==> src/inc/rdo_defines.svh <==
// Constants for the resettable divided oscillator output
`ifndef RDO_DEFINES_SVH
`define RDO_DEFINES_SVH

`define RDO_PRESCALE_LOG2   5'h0A
`define RDO_RATIO_STEP_LOG2 5'h03
`define RDO_CNT_W           31
`define RDO_MASTER_CYCLES   1
`define RDO_STARTUP_PERIODS 500
`define RDO_STARTUP_CYCLES  (`RDO_STARTUP_PERIODS * `RDO_MASTER_CYCLES)
`define RDO_FILTER_CYCLES   8

`define RDO_CTRL_OFS        4'h0
`define RDO_STATUS_OFS      4'h4
`define RDO_CTRL_OVR_BIT    0
`define RDO_CTRL_CODE_LSB   1
`define RDO_CTRL_RESET      8'h00

`endif

==> src/inc/rdo_pkg.sv <==
// Types for the resettable divided oscillator output
package rdo_pkg;
  typedef logic [3:0] rdo_code_type;
  typedef logic [2:0] rdo_ratio_type;
  typedef enum logic [2:0] {
    RDO_ST_START = 3'h1,
    RDO_ST_KICK  = 3'h2,
    RDO_ST_RUN   = 3'h4
  } rdo_state_type;
endpackage

==> src/inc/rdo_code_if.sv <==
// Divide code path between core and code filter
`timescale 1ns/1ps
interface rdo_code_if;
  logic [3:0] raw;
  logic [3:0] code;
  logic       valid;
  modport filt (input raw, output code, output valid);
  modport core (output raw, input code, input valid);
endinterface

==> src/rtl/rdo_sync2.sv <==
// Two-stage synchroniser
`timescale 1ns/1ps
module rdo_sync2 #(
  parameter int W = 1
) (
  // Clock and reset
  input  wire logic         i_sys_clk,
  input  wire logic         i_reset_n,
  // Data
  input  wire logic [W-1:0] i_async,
  output logic      [W-1:0] o_sync
);
  logic [W-1:0] meta_q;

  always_ff @(posedge i_sys_clk) begin
    if (!i_reset_n) begin
      meta_q <= '0;
      o_sync <= '0;
    end else begin
      meta_q <= i_async;
      o_sync <= meta_q;
    end
  end
endmodule

==> src/rtl/rdo_code_filter.sv <==
// Divide code stability filter
`timescale 1ns/1ps
`include "rdo_defines.svh"
module rdo_code_filter #(
  parameter int FILT = `RDO_FILTER_CYCLES
) (
  // Clock and reset
  input  wire logic i_sys_clk,
  input  wire logic i_reset_n,
  // Code path
  rdo_code_if.filt  cif
);
  logic [3:0] cand_q;
  logic [3:0] cnt_q;
  logic [3:0] code_q;
  logic       valid_q;

  assign cif.code  = code_q;
  assign cif.valid = valid_q;

  // Candidate must hold for FILT cycles before use
  always_ff @(posedge i_sys_clk) begin
    if (!i_reset_n) begin
      cand_q <= 4'h0;
      cnt_q  <= 4'h0;
    end else if (cif.raw != cand_q) begin
      cand_q <= cif.raw;
      cnt_q  <= 4'h0;
    end else if (cnt_q != 4'(FILT - 1)) begin
      cnt_q  <= cnt_q + 4'h1;
    end
  end

  always_ff @(posedge i_sys_clk) begin
    if (!i_reset_n) begin
      code_q  <= 4'h0;
      valid_q <= 1'b0;
    end else if (cif.raw == cand_q && cnt_q == 4'(FILT - 1)) begin
      code_q  <= cand_q;
      valid_q <= 1'b1;
    end
  end
endmodule

==> src/rtl/rdo_core.sv <==
// Resettable divided oscillator output core
`timescale 1ns/1ps
`include "rdo_defines.svh"
module rdo_core #(
  parameter int STARTUP = `RDO_STARTUP_CYCLES,
  parameter int FILT    = `RDO_FILTER_CYCLES
) (
  // Clock and power-on reset
  input  wire logic                i_sys_clk,
  input  wire logic                i_reset_n,
  // Divide code from converter
  input  wire rdo_pkg::rdo_code_type i_divide_code,
  // Output reset pin
  input  wire logic                i_out_reset,
  // Register port
  input  wire logic [3:0]          i_addr,
  input  wire logic [7:0]          i_wdata,
  input  wire logic                i_wr,
  input  wire logic                i_rd,
  output logic      [7:0]          o_rdata,
  // Oscillator output
  output logic                     o_out,
  output logic                     o_polarity_bit
);
  import rdo_pkg::*;

  rdo_code_if cif ();

  rdo_state_type   state_q;
  logic [8:0]      start_cnt_q;
  logic [`RDO_CNT_W-1:0] cnt_q;
  logic            latch_q;
  logic [7:0]      ctrl_q;
  logic            rst_pin_s;
  logic            polarity_bit;
  rdo_ratio_type   ratio_sel;
  logic [4:0]      half_exp;
  logic            all_ones;
  logic            tick_rise;
  logic            tick_fall;
  logic            rst_act_s;
  logic            rst_act_raw;
  logic            start_done;

  // Ratio exponent, mirrored for high codes
  function automatic rdo_ratio_type rdo_ratio_of(input rdo_code_type c);
    rdo_ratio_of = c[3] ? ~c[2:0] : c[2:0];
  endfunction

  // Half-period exponent: prescale/2 times ratio
  function automatic logic [4:0] rdo_half_exp(input rdo_ratio_type k);
    rdo_half_exp = `RDO_PRESCALE_LOG2 - 5'h01
                 + `RDO_RATIO_STEP_LOG2 * {2'h0, k};
  endfunction

  // Mask of counter bits below the half-period bit
  function automatic logic [`RDO_CNT_W-1:0] rdo_mask(
    input logic [4:0] e
  );
    rdo_mask = ({{(`RDO_CNT_W-1){1'b0}}, 1'b1} << e) - 1'b1;
  endfunction

  // Reset pin synchroniser
  rdo_sync2 #(
    .W (1)
  ) u_sync (
    .i_sys_clk (i_sys_clk),
    .i_reset_n (i_reset_n),
    .i_async   (i_out_reset),
    .o_sync    (rst_pin_s)
  );

  // Software may override the converter code
  assign cif.raw = ctrl_q[`RDO_CTRL_OVR_BIT] ?
                   ctrl_q[`RDO_CTRL_CODE_LSB +: 4] : i_divide_code;

  rdo_code_filter #(
    .FILT (FILT)
  ) u_filt (
    .i_sys_clk (i_sys_clk),
    .i_reset_n (i_reset_n),
    .cif       (cif)
  );

  assign polarity_bit       = cif.code[3];
  assign ratio_sel = rdo_ratio_of(cif.code);
  assign half_exp  = rdo_half_exp(ratio_sel);
  assign all_ones  = (cnt_q & rdo_mask(half_exp)) == rdo_mask(half_exp);
  assign tick_rise = all_ones && !cnt_q[half_exp];
  assign tick_fall = all_ones && cnt_q[half_exp];
  assign rst_act_s   = rst_pin_s ^ polarity_bit;
  assign rst_act_raw = i_out_reset ^ polarity_bit;
  assign start_done  = (start_cnt_q == 9'(STARTUP - 1)) && cif.valid;
  assign o_polarity_bit = polarity_bit;

  // Free-running prescaler and divider chain
  always_ff @(posedge i_sys_clk) begin
    if (!i_reset_n) begin
      cnt_q <= '0;
    end else begin
      cnt_q <= cnt_q + 1'b1;
    end
  end

  // Start-up interval counter
  always_ff @(posedge i_sys_clk) begin
    if (!i_reset_n) begin
      start_cnt_q <= 9'h000;
    end else if (start_cnt_q != 9'(STARTUP - 1)) begin
      start_cnt_q <= start_cnt_q + 9'h001;
    end
  end

  // Start-up sequencer
  always_ff @(posedge i_sys_clk) begin
    if (!i_reset_n) begin
      state_q <= RDO_ST_START;
    end else begin
      case (state_q)
        RDO_ST_START: begin
          if (start_done) begin
            state_q <= RDO_ST_KICK;
          end
        end
        RDO_ST_KICK: begin
          state_q <= RDO_ST_RUN;
        end
        RDO_ST_RUN: begin
          state_q <= RDO_ST_RUN;
        end
        default: begin
          state_q <= RDO_ST_START;
        end
      endcase
    end
  end

  // Output state latch
  always_ff @(posedge i_sys_clk) begin
    if (!i_reset_n) begin
      latch_q <= 1'b0;
    end else if (state_q == RDO_ST_START) begin
      latch_q <= 1'b0;
    end else if (rst_act_s) begin
      latch_q <= 1'b0;
    end else if (state_q == RDO_ST_KICK && polarity_bit) begin
      latch_q <= 1'b1;
    end else if (tick_rise) begin
      latch_q <= 1'b1;
    end else if (tick_fall) begin
      latch_q <= 1'b0;
    end
  end

  // Output buffer with pin gating
  always_comb begin
    if (state_q == RDO_ST_START) begin
      o_out = 1'b0;
    end else begin
      o_out = polarity_bit ^ (latch_q & ~rst_act_raw);
    end
  end

  // Control register
  always_ff @(posedge i_sys_clk) begin
    if (!i_reset_n) begin
      ctrl_q <= `RDO_CTRL_RESET;
    end else if (i_wr && i_addr == `RDO_CTRL_OFS) begin
      ctrl_q <= {3'h0, i_wdata[4:0]};
    end
  end

  // Read data, one cycle after the strobe
  always_ff @(posedge i_sys_clk) begin
    if (!i_reset_n) begin
      o_rdata <= 8'h00;
    end else if (i_rd && i_addr == `RDO_CTRL_OFS) begin
      o_rdata <= ctrl_q;
    end else if (i_rd && i_addr == `RDO_STATUS_OFS) begin
      o_rdata <= {cif.code, latch_q, o_out, polarity_bit,
                  state_q != RDO_ST_START};
    end else begin
      o_rdata <= 8'h00;
    end
  end
endmodule

==> config.mk <==
export PLATFORM = sky130hd
export DESIGN_NAME = rdo_core
export DESIGN_NICKNAME = d
export VERILOG_FILES = /design/src/inc/rdo_pkg.sv /design/src/inc/rdo_code_if.sv /design/src/rtl/rdo_sync2.sv /design/src/rtl/rdo_code_filter.sv /design/src/rtl/rdo_core.sv
export VERILOG_INCLUDE_DIRS = /design/src /design/src/inc
export SDC_FILE = /design/constraint.sdc
export NUM_CORES = 1
export LEC_CHECK = 0
export BUFFER_PORTS_ARGS = -buffer_cell sky130_fd_sc_hd__buf_2
export CORE_MARGIN = 2
export CORE_UTILIZATION = 45
export CTS_CLUSTER_DIAMETER = 150
export DETAILED_ROUTE_END_ITERATION = 8
export GPL_TIMING_DRIVEN = 0
export PLACE_DENSITY_LB_ADDON = 0.2
export SLEW_MARGIN = 5
export SYNTH_ARGS = -nofsm -noshare
export SYNTH_HDL_FRONTEND = slang
export SYNTH_SLANG_ARGS = --single-unit
==> constraint.sdc <==
create_clock -name i_sys_clk -period 4.9 [get_ports i_sys_clk]
set_clock_uncertainty 0.15 [all_clocks]
set_input_delay 0.245 -clock i_sys_clk [delete_from_list [all_inputs] [get_ports i_sys_clk]]
set_output_delay 0.245 -clock i_sys_clk [all_outputs]
set_load 0.005 [all_outputs]
==> impl_metrics.py, run 1 <==
metrics = {
    "global_route": {
        "antenna_found_initial": 0,
        "grt-ovfl-total": 0,
        "grt_max_degree": 15,
        "track_usage_pct": 21.36,
        "grt_pass1_wl_mm": 18.77,
        "grt_pass1_vias": 3812,
    },
    "hold_path": {
        "hold_class": "in2reg",
    },
    "sta": {
        "final-setup-viol-count": 0,
        "timing.final.crit_share_pct": 94.11,
        "max_freq_mhz": 216.9,
        "holdWs_ns": 0.02500,
        "max_slew_margin_pct": 41.46,
        "finalHoldViolCount": 0,
        "fin_setup_tns_ns": 0,
        "tightest_slew_ns": 0.8701,
        "maxSlewViolCount": 0,
        "setup_slack_ns": 0.2888,
        "min_period_ns": 4.611,
    },
    "worst_setup_path": {
        "crit_path_start_kind": "flip-flop",
        "cp.arrival_ns": 4.75,
        "critical_path_class": "reg2reg",
        "crit_path_max_fanout": 10,
        "worst_setup_path_end_kind": "flip-flop",
        "required_ns": 5.04,
    },
    "route": {
        "wirelength_mm": 11.12,
        "final_antenna_net_count": 0,
        "drc": 0,
        "wl_per_cell_um": 15.77,
        "vias": 3935,
        "vias_per_cell": 5.582,
        "drt_iter0_markers": 238,
        "first_pass_iters": 5,
    },
    "synth": {
        "ys_seq_area_share_pct": 32.28,
        "synthTopCellsByCount": "dfxtp_1, nor2_1, and2_1",
        "yosys_register_bits": 72,
        "synth_compound_area_share_pct": 15.91,
        "synth_mux_area_share_pct": 8.742,
        "yosys_most_used_dff": "dfxtp_1",
        "synth_area_leaders": "dfxtp_1, mux2i_1, xnor2_1",
        "synth_nets": 554,
        "synth_top_family_by_area": "simple AND/OR/NAND/NOR gates",
        "postSynthAreaPerCell_um2": 8.506,
        "yosysUniqueCellTypes": 68,
        "async_flop_share_pct": 0,
        "synth.most_common_cell": "dfxtp_1",
        "synth-simple-area-share_pct": 26.81,
        "syn_area_mm2": 0.004466,
        "synth_warnings": 0,
        "synthAdderAreaFrac_pct": 2.410,
        "synth-edff-count": 0,
        "synth_area_leader_cell": "dfxtp_1",
        "synth.top_cell.area_share_pct": 32.28,
        "syn-instance-count": 525,
        "synth_xor_area_share_pct": 9.863,
    },
    "floorplanning": {
        "start_util_pct": 46.11,
        "rows": 36,
        "core_region_area_mm2": 0.009684,
        "fp.dieW_um": 103.6,
        "die_y_um": 103.6,
        "ios": 31,
        "die_area_mm2": 0.01074,
    },
    "layout": {
        "area_growth_pct": 12.78,
        "fillers": 936,
        "layout-drive-gt1-share_pct": 13.64,
        "antenna_cells": 0,
        "nNetsFinal": 596,
    },
    "pwr": {
        "p_seq_share_pct": 54.8,
        "clkPwrFrac_pct": 41.0,
        "share_comb_of_total_power_pct": 4.2,
        "power_mw": 1.094,
        "power.density_mw_per_mm2": 217.1,
        "p_sw_uw": 273.5,
        "leakagePower_nw": 1.955,
        "p_sw_share_pct": 25.01,
        "peakVddDrop_uv": 120.7,
        "internal-power_uw": 820.1,
    },
    "clock_network": {
        "htreeDepth": 3,
        "clkTransAtPathRegs_ns": 0.08,
        "clock_latency_ns": 0.36,
        "cts_buffers": 9,
        "clk_path_buf_depth": 2,
        "root_buffer": "clkbuf_8",
        "tritoncts": "done",
        "clock_sinks": 72,
    },
    "placed_design": {
        "dp_hpwl_mm": 8.129,
        "port_buffers": 26,
        "gp_congestion": 0.9954,
        "post-place-ws_ns": -0.1326,
    },
    "run": {
        "maxCapViolations": 0,
    },
    "outcome": {
        "outcome": "complete, no violations",
    },
}
worst max-delay path: stages, from the launching register on:
cell,delay [ns]
dfxtp_1,0.31
buf_4,0.15
buf_2,0.30
xnor2_4,0.21
inv_1,0.08
ha_1,0.32
inv_1,0.07
fa_1,0.56
xnor2_1,0.28
buf_2,0.28
a21oi_1,0.11
a221oi_2,0.31
or2_1,0.14
o311ai_1,0.08
or4_4,0.54
a2111oi_4,0.39
a31oi_1,0.13
a21oi_1,0.14
final timing paths:
kind / startpoint / endpoint / slack (ns) / cells after the start
worst min-delay path: i_wdata[1] / ctrl_q[1] / 0.03 / 3
worst max-delay path: u_filt.cif.code[1] / latch_q / 0.29 / 17
worst max register to register: u_filt.cif.code[1] / latch_q / 0.29 / 17
worst min register to register: u_sync.meta_q / u_sync.o_sync / 0.29 / 1
routing by layer:
| metal | part of all wire [%] | global-route usage (%) | wire (µm) |
|---|---|---|---|
| met5 | 0 | 0 | 0 |
| met4 | 3.1 | 9.749 | 348 |
| met3 | 6.6 | 4.783 | 739 |
| met2 | 44 | 32.40 | 4899 |
| met1 | 46 | 28.98 | 5129 |
sequential cells by signal (all words and copies together), names as in the netlist:
name              cells
cnt_q                31
ctrl_q                5
latch_q               1
o_rdata               8
start_cnt_q           9
state_q               3
u_filt.cand_q         4
u_filt.cif.code       4
u_filt.cif.valid      1
u_filt.cnt_q          4
u_sync.meta_q         1
u_sync.o_sync         1
final cells by class:
type                       instances  area, µm²  area share, %
clock inverter                     6      52.55          1.043
sequential                        72       1441          28.62
buffer                            29      142.6          2.832
tap                              133      166.4          3.304
clock buffer                      10      137.6          2.733
multi-input combinational        414       2878          57.14
timing repair buffer              31      180.2          3.578
inverter                          10      37.54         0.7453
cells by family (layout without fill, tap and decap cells):
group / Yosys count / count (layout)
AOI/OAI and AO/OA: 104 / 104
buffers and inverters: 39 / 86
DFF: 72 / 72
muxes: 36 / 36
xor gates and xnor gates: 47 / 47
adders and majority gates: 8 / 8
and+or+nand+nor: 219 / 219
placed cells by master, fill, tap and decap left out, types with 6 or more instances in the layout:
cell	count
dfxtp_1	72
nor2_1	44
and2_1	35
nand2_1	31
buf_2	30
mux2i_1	30
xnor2_1	27
nor2b_1	23
a21oi_1	23
o21ai_0	23
nand3_1	20
xor2_1	15
clkbuf_1	15
nor3_1	11
and3_1	10
or3_1	10
inv_1	10
clkbuf_8	10
nand4_1	7
a21boi_0	7
ha_1	7
a211oi_1	6
nor4_1	6
through the flow:
stage | instances | utilization (%) | instance area [µm²]
floorplan | 525 | - | 4466
global placement | 684 | 49.17 | 4762
detailed placement | 684 | 49.17 | 4762
CTS | 705 | 51.73 | 5010
global route | 705 | 52.00 | 5036
finish | 705 | 52.00 | 5036
repair_timing:
item                                    CTS  global route
setup buffers                             0             0
endpoints found under the setup margin    1             1
resized for setup                         1             7
hold endpoints to repair                  5             0
hold buffers                              5             0
power by group through the flow:
stage	clock network [mW]	registers [mW]	logic [mW]
2_1_floorplan	0	0.611	0.0273
3_3_place_gp	0	0.613	0.0419
3_5_place_dp	0	0.613	0.0424
4_1_cts	0.462	0.599	0.0461
5_1_grt	0.491	0.600	0.0507
6_report	0.449	0.599	0.0457
(Power assumes the default switching activity.)
==> run 2: changes to the inputs <==
- CORE_MARGIN: 2 -> not set
==> run 2 against run 1 <==
Flip-flop and latch count unchanged. Global-route usage grew 2.2 points. Via count is 0.13% lower. Final area is 0.62% higher. Combinational power grew 2%. Worst hold slack gained 0.021 ns. Critical path depth shrank 1. Total power is 3.2% higher. Worst setup slack got worse by 0.045 ns.
==> impl_metrics.py, run 2 (synthesis gave the netlist of run 1 again) <==
metrics = {
    "global_route": {
        "grt-ovfl-total": 0,
        "grt_max_degree": 15,
        "antenna_found_initial": 1,
        "grt_pass1_vias": 3781,
        "track_usage_pct": 23.56,
        "grt_pass1_wl_mm": 18.62,
    },
    "clock_network": {
        "clk_path_buf_depth": 2,
        "root_buffer": "clkbuf_8",
        "clock_latency_ns": 0.35,
        "cts_buffers": 9,
        "clock_sinks": 72,
        "tritoncts": "done",
        "htreeDepth": 3,
        "clkTransAtPathRegs_ns": 0.09,
    },
    "route": {
        "drt_iter0_markers": 241,
        "vias_per_cell": 5.582,
        "vias": 3930,
        "wirelength_mm": 11.41,
        "drc": 0,
        "final_antenna_net_count": 0,
        "first_pass_iters": 5,
        "wl_per_cell_um": 16.20,
    },
    "worst_setup_path": {
        "worst_setup_path_end_kind": "flip-flop",
        "crit_path_max_fanout": 10,
        "cp.arrival_ns": 4.79,
        "critical_path_class": "reg2reg",
        "ff2ff_setup_slack_ns": 0.24,
        "crit_path_start_kind": "flip-flop",
        "required_ns": 5.04,
    },
    "layout": {
        "area_growth_pct": 13.48,
        "largest_reg_flops": 31,
        "layout_commonest_cell": "dfxtp_1",
        "layout-drive-gt1-share_pct": 13.74,
        "antenna_cells": 0,
        "fillers": 899,
        "nNetsFinal": 599,
        "top_register": "cnt_q",
        "multi_input_area_mm2": 0.002879,
        "most-common-layout-cells": "dfxtp_1, nor2_1, and2_1",
        "seqCellArea_mm2": 0.001441,
        "largestRegisters": "cnt_q (31), start_cnt_q (9), o_rdata (8)",
    },
    "floorplanning": {
        "die_y_um": 101.6,
        "start_util_pct": 47.43,
        "rows": 35,
        "core_region_area_mm2": 0.009415,
        "ios": 31,
        "die_area_mm2": 0.01033,
        "fp.dieW_um": 101.6,
    },
    "pwr": {
        "peakVddDrop_uv": 138.7,
        "power_mw": 1.128,
        "leakagePower_nw": 1.975,
        "power.density_mw_per_mm2": 222.7,
    },
    "placed_design": {
        "dp_hpwl_mm": 8.316,
        "gp_congestion": 0.9669,
        "port_buffers": 26,
    },
    "sta": {
        "timing.final.crit_share_pct": 95.02,
        "holdWs_ns": 0.04627,
        "max_slew_margin_pct": 40.42,
        "final-setup-viol-count": 0,
        "finalHoldViolCount": 0,
        "maxSlewViolCount": 0,
        "max_freq_mhz": 214.8,
        "tightest_slew_ns": 0.8856,
        "min_period_ns": 4.656,
        "rsz0062_at_grt": "no",
    },
    "run": {
        "maxCapViolations": 0,
    },
    "outcome": {
        "outcome": "complete, no violations",
    },
    "hold_path": {
        "hold_class": "in2reg",
    },
}
[run 2: path summary, 6_finish.rpt]
path | endpoint | startpoint | depth (start not counted)
worst min-delay path | u_filt.cand_q[2] | i_divide_code[2] | 3
worst max register to register | latch_q | u_filt.cif.code[3] | 16
worst min register to register | u_sync.o_sync | u_sync.meta_q | 1
worst max-delay path | latch_q | u_filt.cif.code[3] | 16
[run 2: repair_timing]
item	in CTS	in global routing
setup buffers	0	2
pin swaps	0	1
hold buffers	6	0
resized for setup	2	4
setup endpoints to repair	1	1
endpoints found under the hold margin	6	0
[run 2: final cells by class]
cell class	instances	share of cell area, %
repair buffers	34	4.049
well taps	129	3.185
inverters	10	0.7407
flip-flops and latches	72	28.44
multi-input cells	414	56.81
clock inverters	7	1.531
clock buffers	9	2.444
plain buffers	29	2.790
[run 2: per-stage QoR]
stage,instance area [µm²],util (%),setup slack [ns],setup TNS [ns],cells
4_1_cts,5032,53.45,0.03672,0,702
5_1_grt,5067,53.82,0.01651,0,704
3_5_place_dp,4757,50.52,-0.3492,-0.3492,680
6_report,5067,53.82,0.2439,0,704
2_1_floorplan,4466,-,0.6150,0,525
3_3_place_gp,4757,50.52,-0.2838,-0.2838,680
[run 2: metal layers]
| metal | part of all wire, % | global-route usage, % |
|---|---|---|
| met1 | 47 | 30.96 |
| met2 | 45 | 36.85 |
| met3 | 5.5 | 5.866 |
| met4 | 2.3 | 9.588 |
| met5 | 0.15 | 0 |
[run 2: where the power goes]
part	switching (mW)	leakage [nW]	internal (mW)
registers	0.00722	0.583	0.592
logic	0.0225	1.29	0.0242
clock network	0.242	0.101	0.240
total	0.272	1.97	0.857
[run 2: worst max-delay path, cell delays in order, from the launching register on]
cell and delay [ns]:
dfxtp_1 0.32, buf_6 0.14, xnor2_2 0.32, inv_1 0.20, ha_1 0.36, inv_1 0.07
fa_1 0.55, xnor2_1 0.25, buf_2 0.28, a21oi_1 0.12, a221oi_2 0.33, or2_1 0.14
o311ai_1 0.08, or4_4 0.54, a2111oi_4 0.43, a31oi_1 0.13, a21oi_1 0.16
==> run 3: changes to the inputs <==
- clock period: 4.9 -> 4.7 ns (I/O delays scaled with it)
==> run 3 against run 2 <==
First-iteration DRC count grew 2.9%. Total power up 4.2%. Wire length increased by 0.67%. Sequential share of layout area decreased by 0.24 points. Final area rose by 0.84%. Sequential power increased by 4.3%. Cell count rose by 0.14%. Flip-flop and latch count stayed put. Critical path depth is 2 higher. Combinational power grew 4.3%.
==> impl_metrics.py, run 3 (synthesis gave the netlist of run 1 again) <==
metrics = {
    "sta": {
        "timing.final.crit_share_pct": 94.82,
        "finalHoldViolCount": 0,
        "rsz0062_at_grt": "no",
        "min_period_ns": 4.456,
        "maxSlewViolCount": 0,
        "final-setup-viol-count": 0,
        "tightest_slew_ns": 0.8914,
        "max_slew_margin_pct": 40.03,
        "max_freq_mhz": 224.4,
        "fin_setup_tns_ns": 0,
    },
    "floorplanning": {
        "start_util_pct": 47.43,
        "ios": 31,
        "rows": 35,
        "die_area_mm2": 0.01033,
        "core_region_area_mm2": 0.009415,
        "fp.dieW_um": 101.6,
        "die_y_um": 101.6,
    },
    "clock_network": {
        "clock_sinks": 72,
        "cts_buffers": 9,
        "clock_latency_ns": 0.35,
        "htreeDepth": 3,
        "root_buffer": "clkbuf_8",
        "clkTransAtPathRegs_ns": 0.09,
        "tritoncts": "done",
        "clk_path_buf_depth": 2,
    },
    "route": {
        "drc": 0,
        "first_pass_iters": 5,
        "final_antenna_net_count": 0,
        "drt_iter0_markers": 248,
        "vias": 3926,
        "vias_per_cell": 5.569,
        "wirelength_mm": 11.48,
        "wl_per_cell_um": 16.29,
    },
    "worst_setup_path": {
        "required_ns": 4.84,
        "cp.arrival_ns": 4.59,
        "critical_path_class": "reg2reg",
        "crit_path_max_fanout": 10,
        "worst_setup_path_end_kind": "flip-flop",
        "crit_path_start_kind": "flip-flop",
    },
    "global_route": {
        "grt_pass1_wl_mm": 18.64,
        "antenna_found_initial": 1,
        "grt-ovfl-total": 0,
        "track_usage_pct": 23.60,
        "grt_max_degree": 15,
        "grt_pass1_vias": 3779,
    },
    "layout": {
        "largest_reg_flops": 31,
        "most-common-layout-cells": "dfxtp_1, nor2_1, and2_1",
        "antenna_cells": 0,
        "final_cells": 705,
        "top_register": "cnt_q",
        "multi_input_area_mm2": 0.002912,
        "area_growth_pct": 14.43,
        "seqCellArea_mm2": 0.001441,
        "layout_commonest_cell": "dfxtp_1",
        "fillers": 896,
        "nNetsFinal": 600,
        "layout-drive-gt1-share_pct": 14.24,
        "largestRegisters": "cnt_q (31), start_cnt_q (9), o_rdata (8)",
        "design_area_mm2": 0.005110,
    },
    "hold_path": {
        "hold_class": "in2reg",
    },
    "pwr": {
        "leakagePower_nw": 1.993,
        "peakVddDrop_uv": 144.6,
        "power.density_mw_per_mm2": 230.0,
    },
    "placed_design": {
        "dpl_cell_area_mm2": 0.004757,
        "port_buffers": 26,
        "gp_congestion": 0.9669,
        "dp_hpwl_mm": 8.316,
        "dp.cells": 680,
    },
    "run": {
        "maxCapViolations": 0,
    },
    "outcome": {
        "outcome": "complete, no violations",
    },
}
-- run 3: changes by cell type in the layout (fill, tap and decap cells not counted), sizes merged --
cell    delta
clkbuf     +1
-- run 3: worst max-delay path, stage by stage, from the launching register on --
cell,delay [ns]
dfxtp_1,0.31
buf_4,0.15
buf_2,0.26
xnor2_4,0.16
inv_1,0.06
ha_1,0.31
inv_1,0.07
fa_2,0.49
xnor2_2,0.29
buf_2,0.29
nor3_1,0.09
a211oi_1,0.34
buf_2,0.29
nand2_1,0.09
a31oi_1,0.21
nor2_1,0.09
nor4_2,0.41
a31oi_1,0.14
a21oi_1,0.16
-- run 3: per-stage QoR --
step / utilization (%) / setup slack [ns] / hold WS (ns) / power [mW]
after floorplan: - / 0.4150 / 0.2067 / 0.6657
after global placement: 50.52 / -0.4838 / 0.2664 / 0.6826
after detailed placement: 50.52 / -0.5492 / 0.2775 / 0.6837
after CTS: 53.65 / 0.03110 / 0.02766 / 1.194
after global routing: 54.27 / 0.08217 / 0.03594 / 1.227
final: 54.27 / 0.2437 / 0.03550 / 1.176
-- run 3: path summary, 6_finish.rpt --
kind / end / cells after the start / startpoint / slack, ns
worst min register to register: u_sync.o_sync / 1 / u_sync.meta_q / 0.29
worst max register to register: latch_q / 18 / u_filt.cif.code[1] / 0.24
worst min-delay path: u_filt.cand_q[2] / 3 / i_divide_code[2] / 0.04
worst max-delay path: latch_q / 18 / u_filt.cif.code[1] / 0.24
-- run 3: layout make-up --
class	instances	area share, %
inverter	10	0.7346
buffer	29	2.816
timing repair buffer	35	4.163
clock inverter	7	1.518
clock buffer	9	2.424
multi-input combinational	414	56.98
tap	129	3.159
sequential	72	28.21
-- run 3: metal layers --
metal  share of wire, %  wire length (µm)  up-vias  global-route usage (%)
met5               0.15                17        -                       0
met4                2.0               230        2                   9.699
met3                5.0               579       24                   5.866
met2                 45              5216       91                   36.85
met1                 47              5437     1850                   31.05
li1                   -                 -     1959                       -
-- run 3: what timing repair did --
action | CTS | global route
endpoints found under the setup margin | 1 | 1
gates resized for setup | 4 | 7
hold endpoints to repair | 6 | 0
hold buffers | 6 | 0
buffers inserted | 0 | 3
pin swaps | 0 | 2
-- run 3: power breakdown --
part / switching [mW] / internal [mW]
combinational: 0.0234 / 0.0253
sequential: 0.00758 / 0.617
clock: 0.251 / 0.251
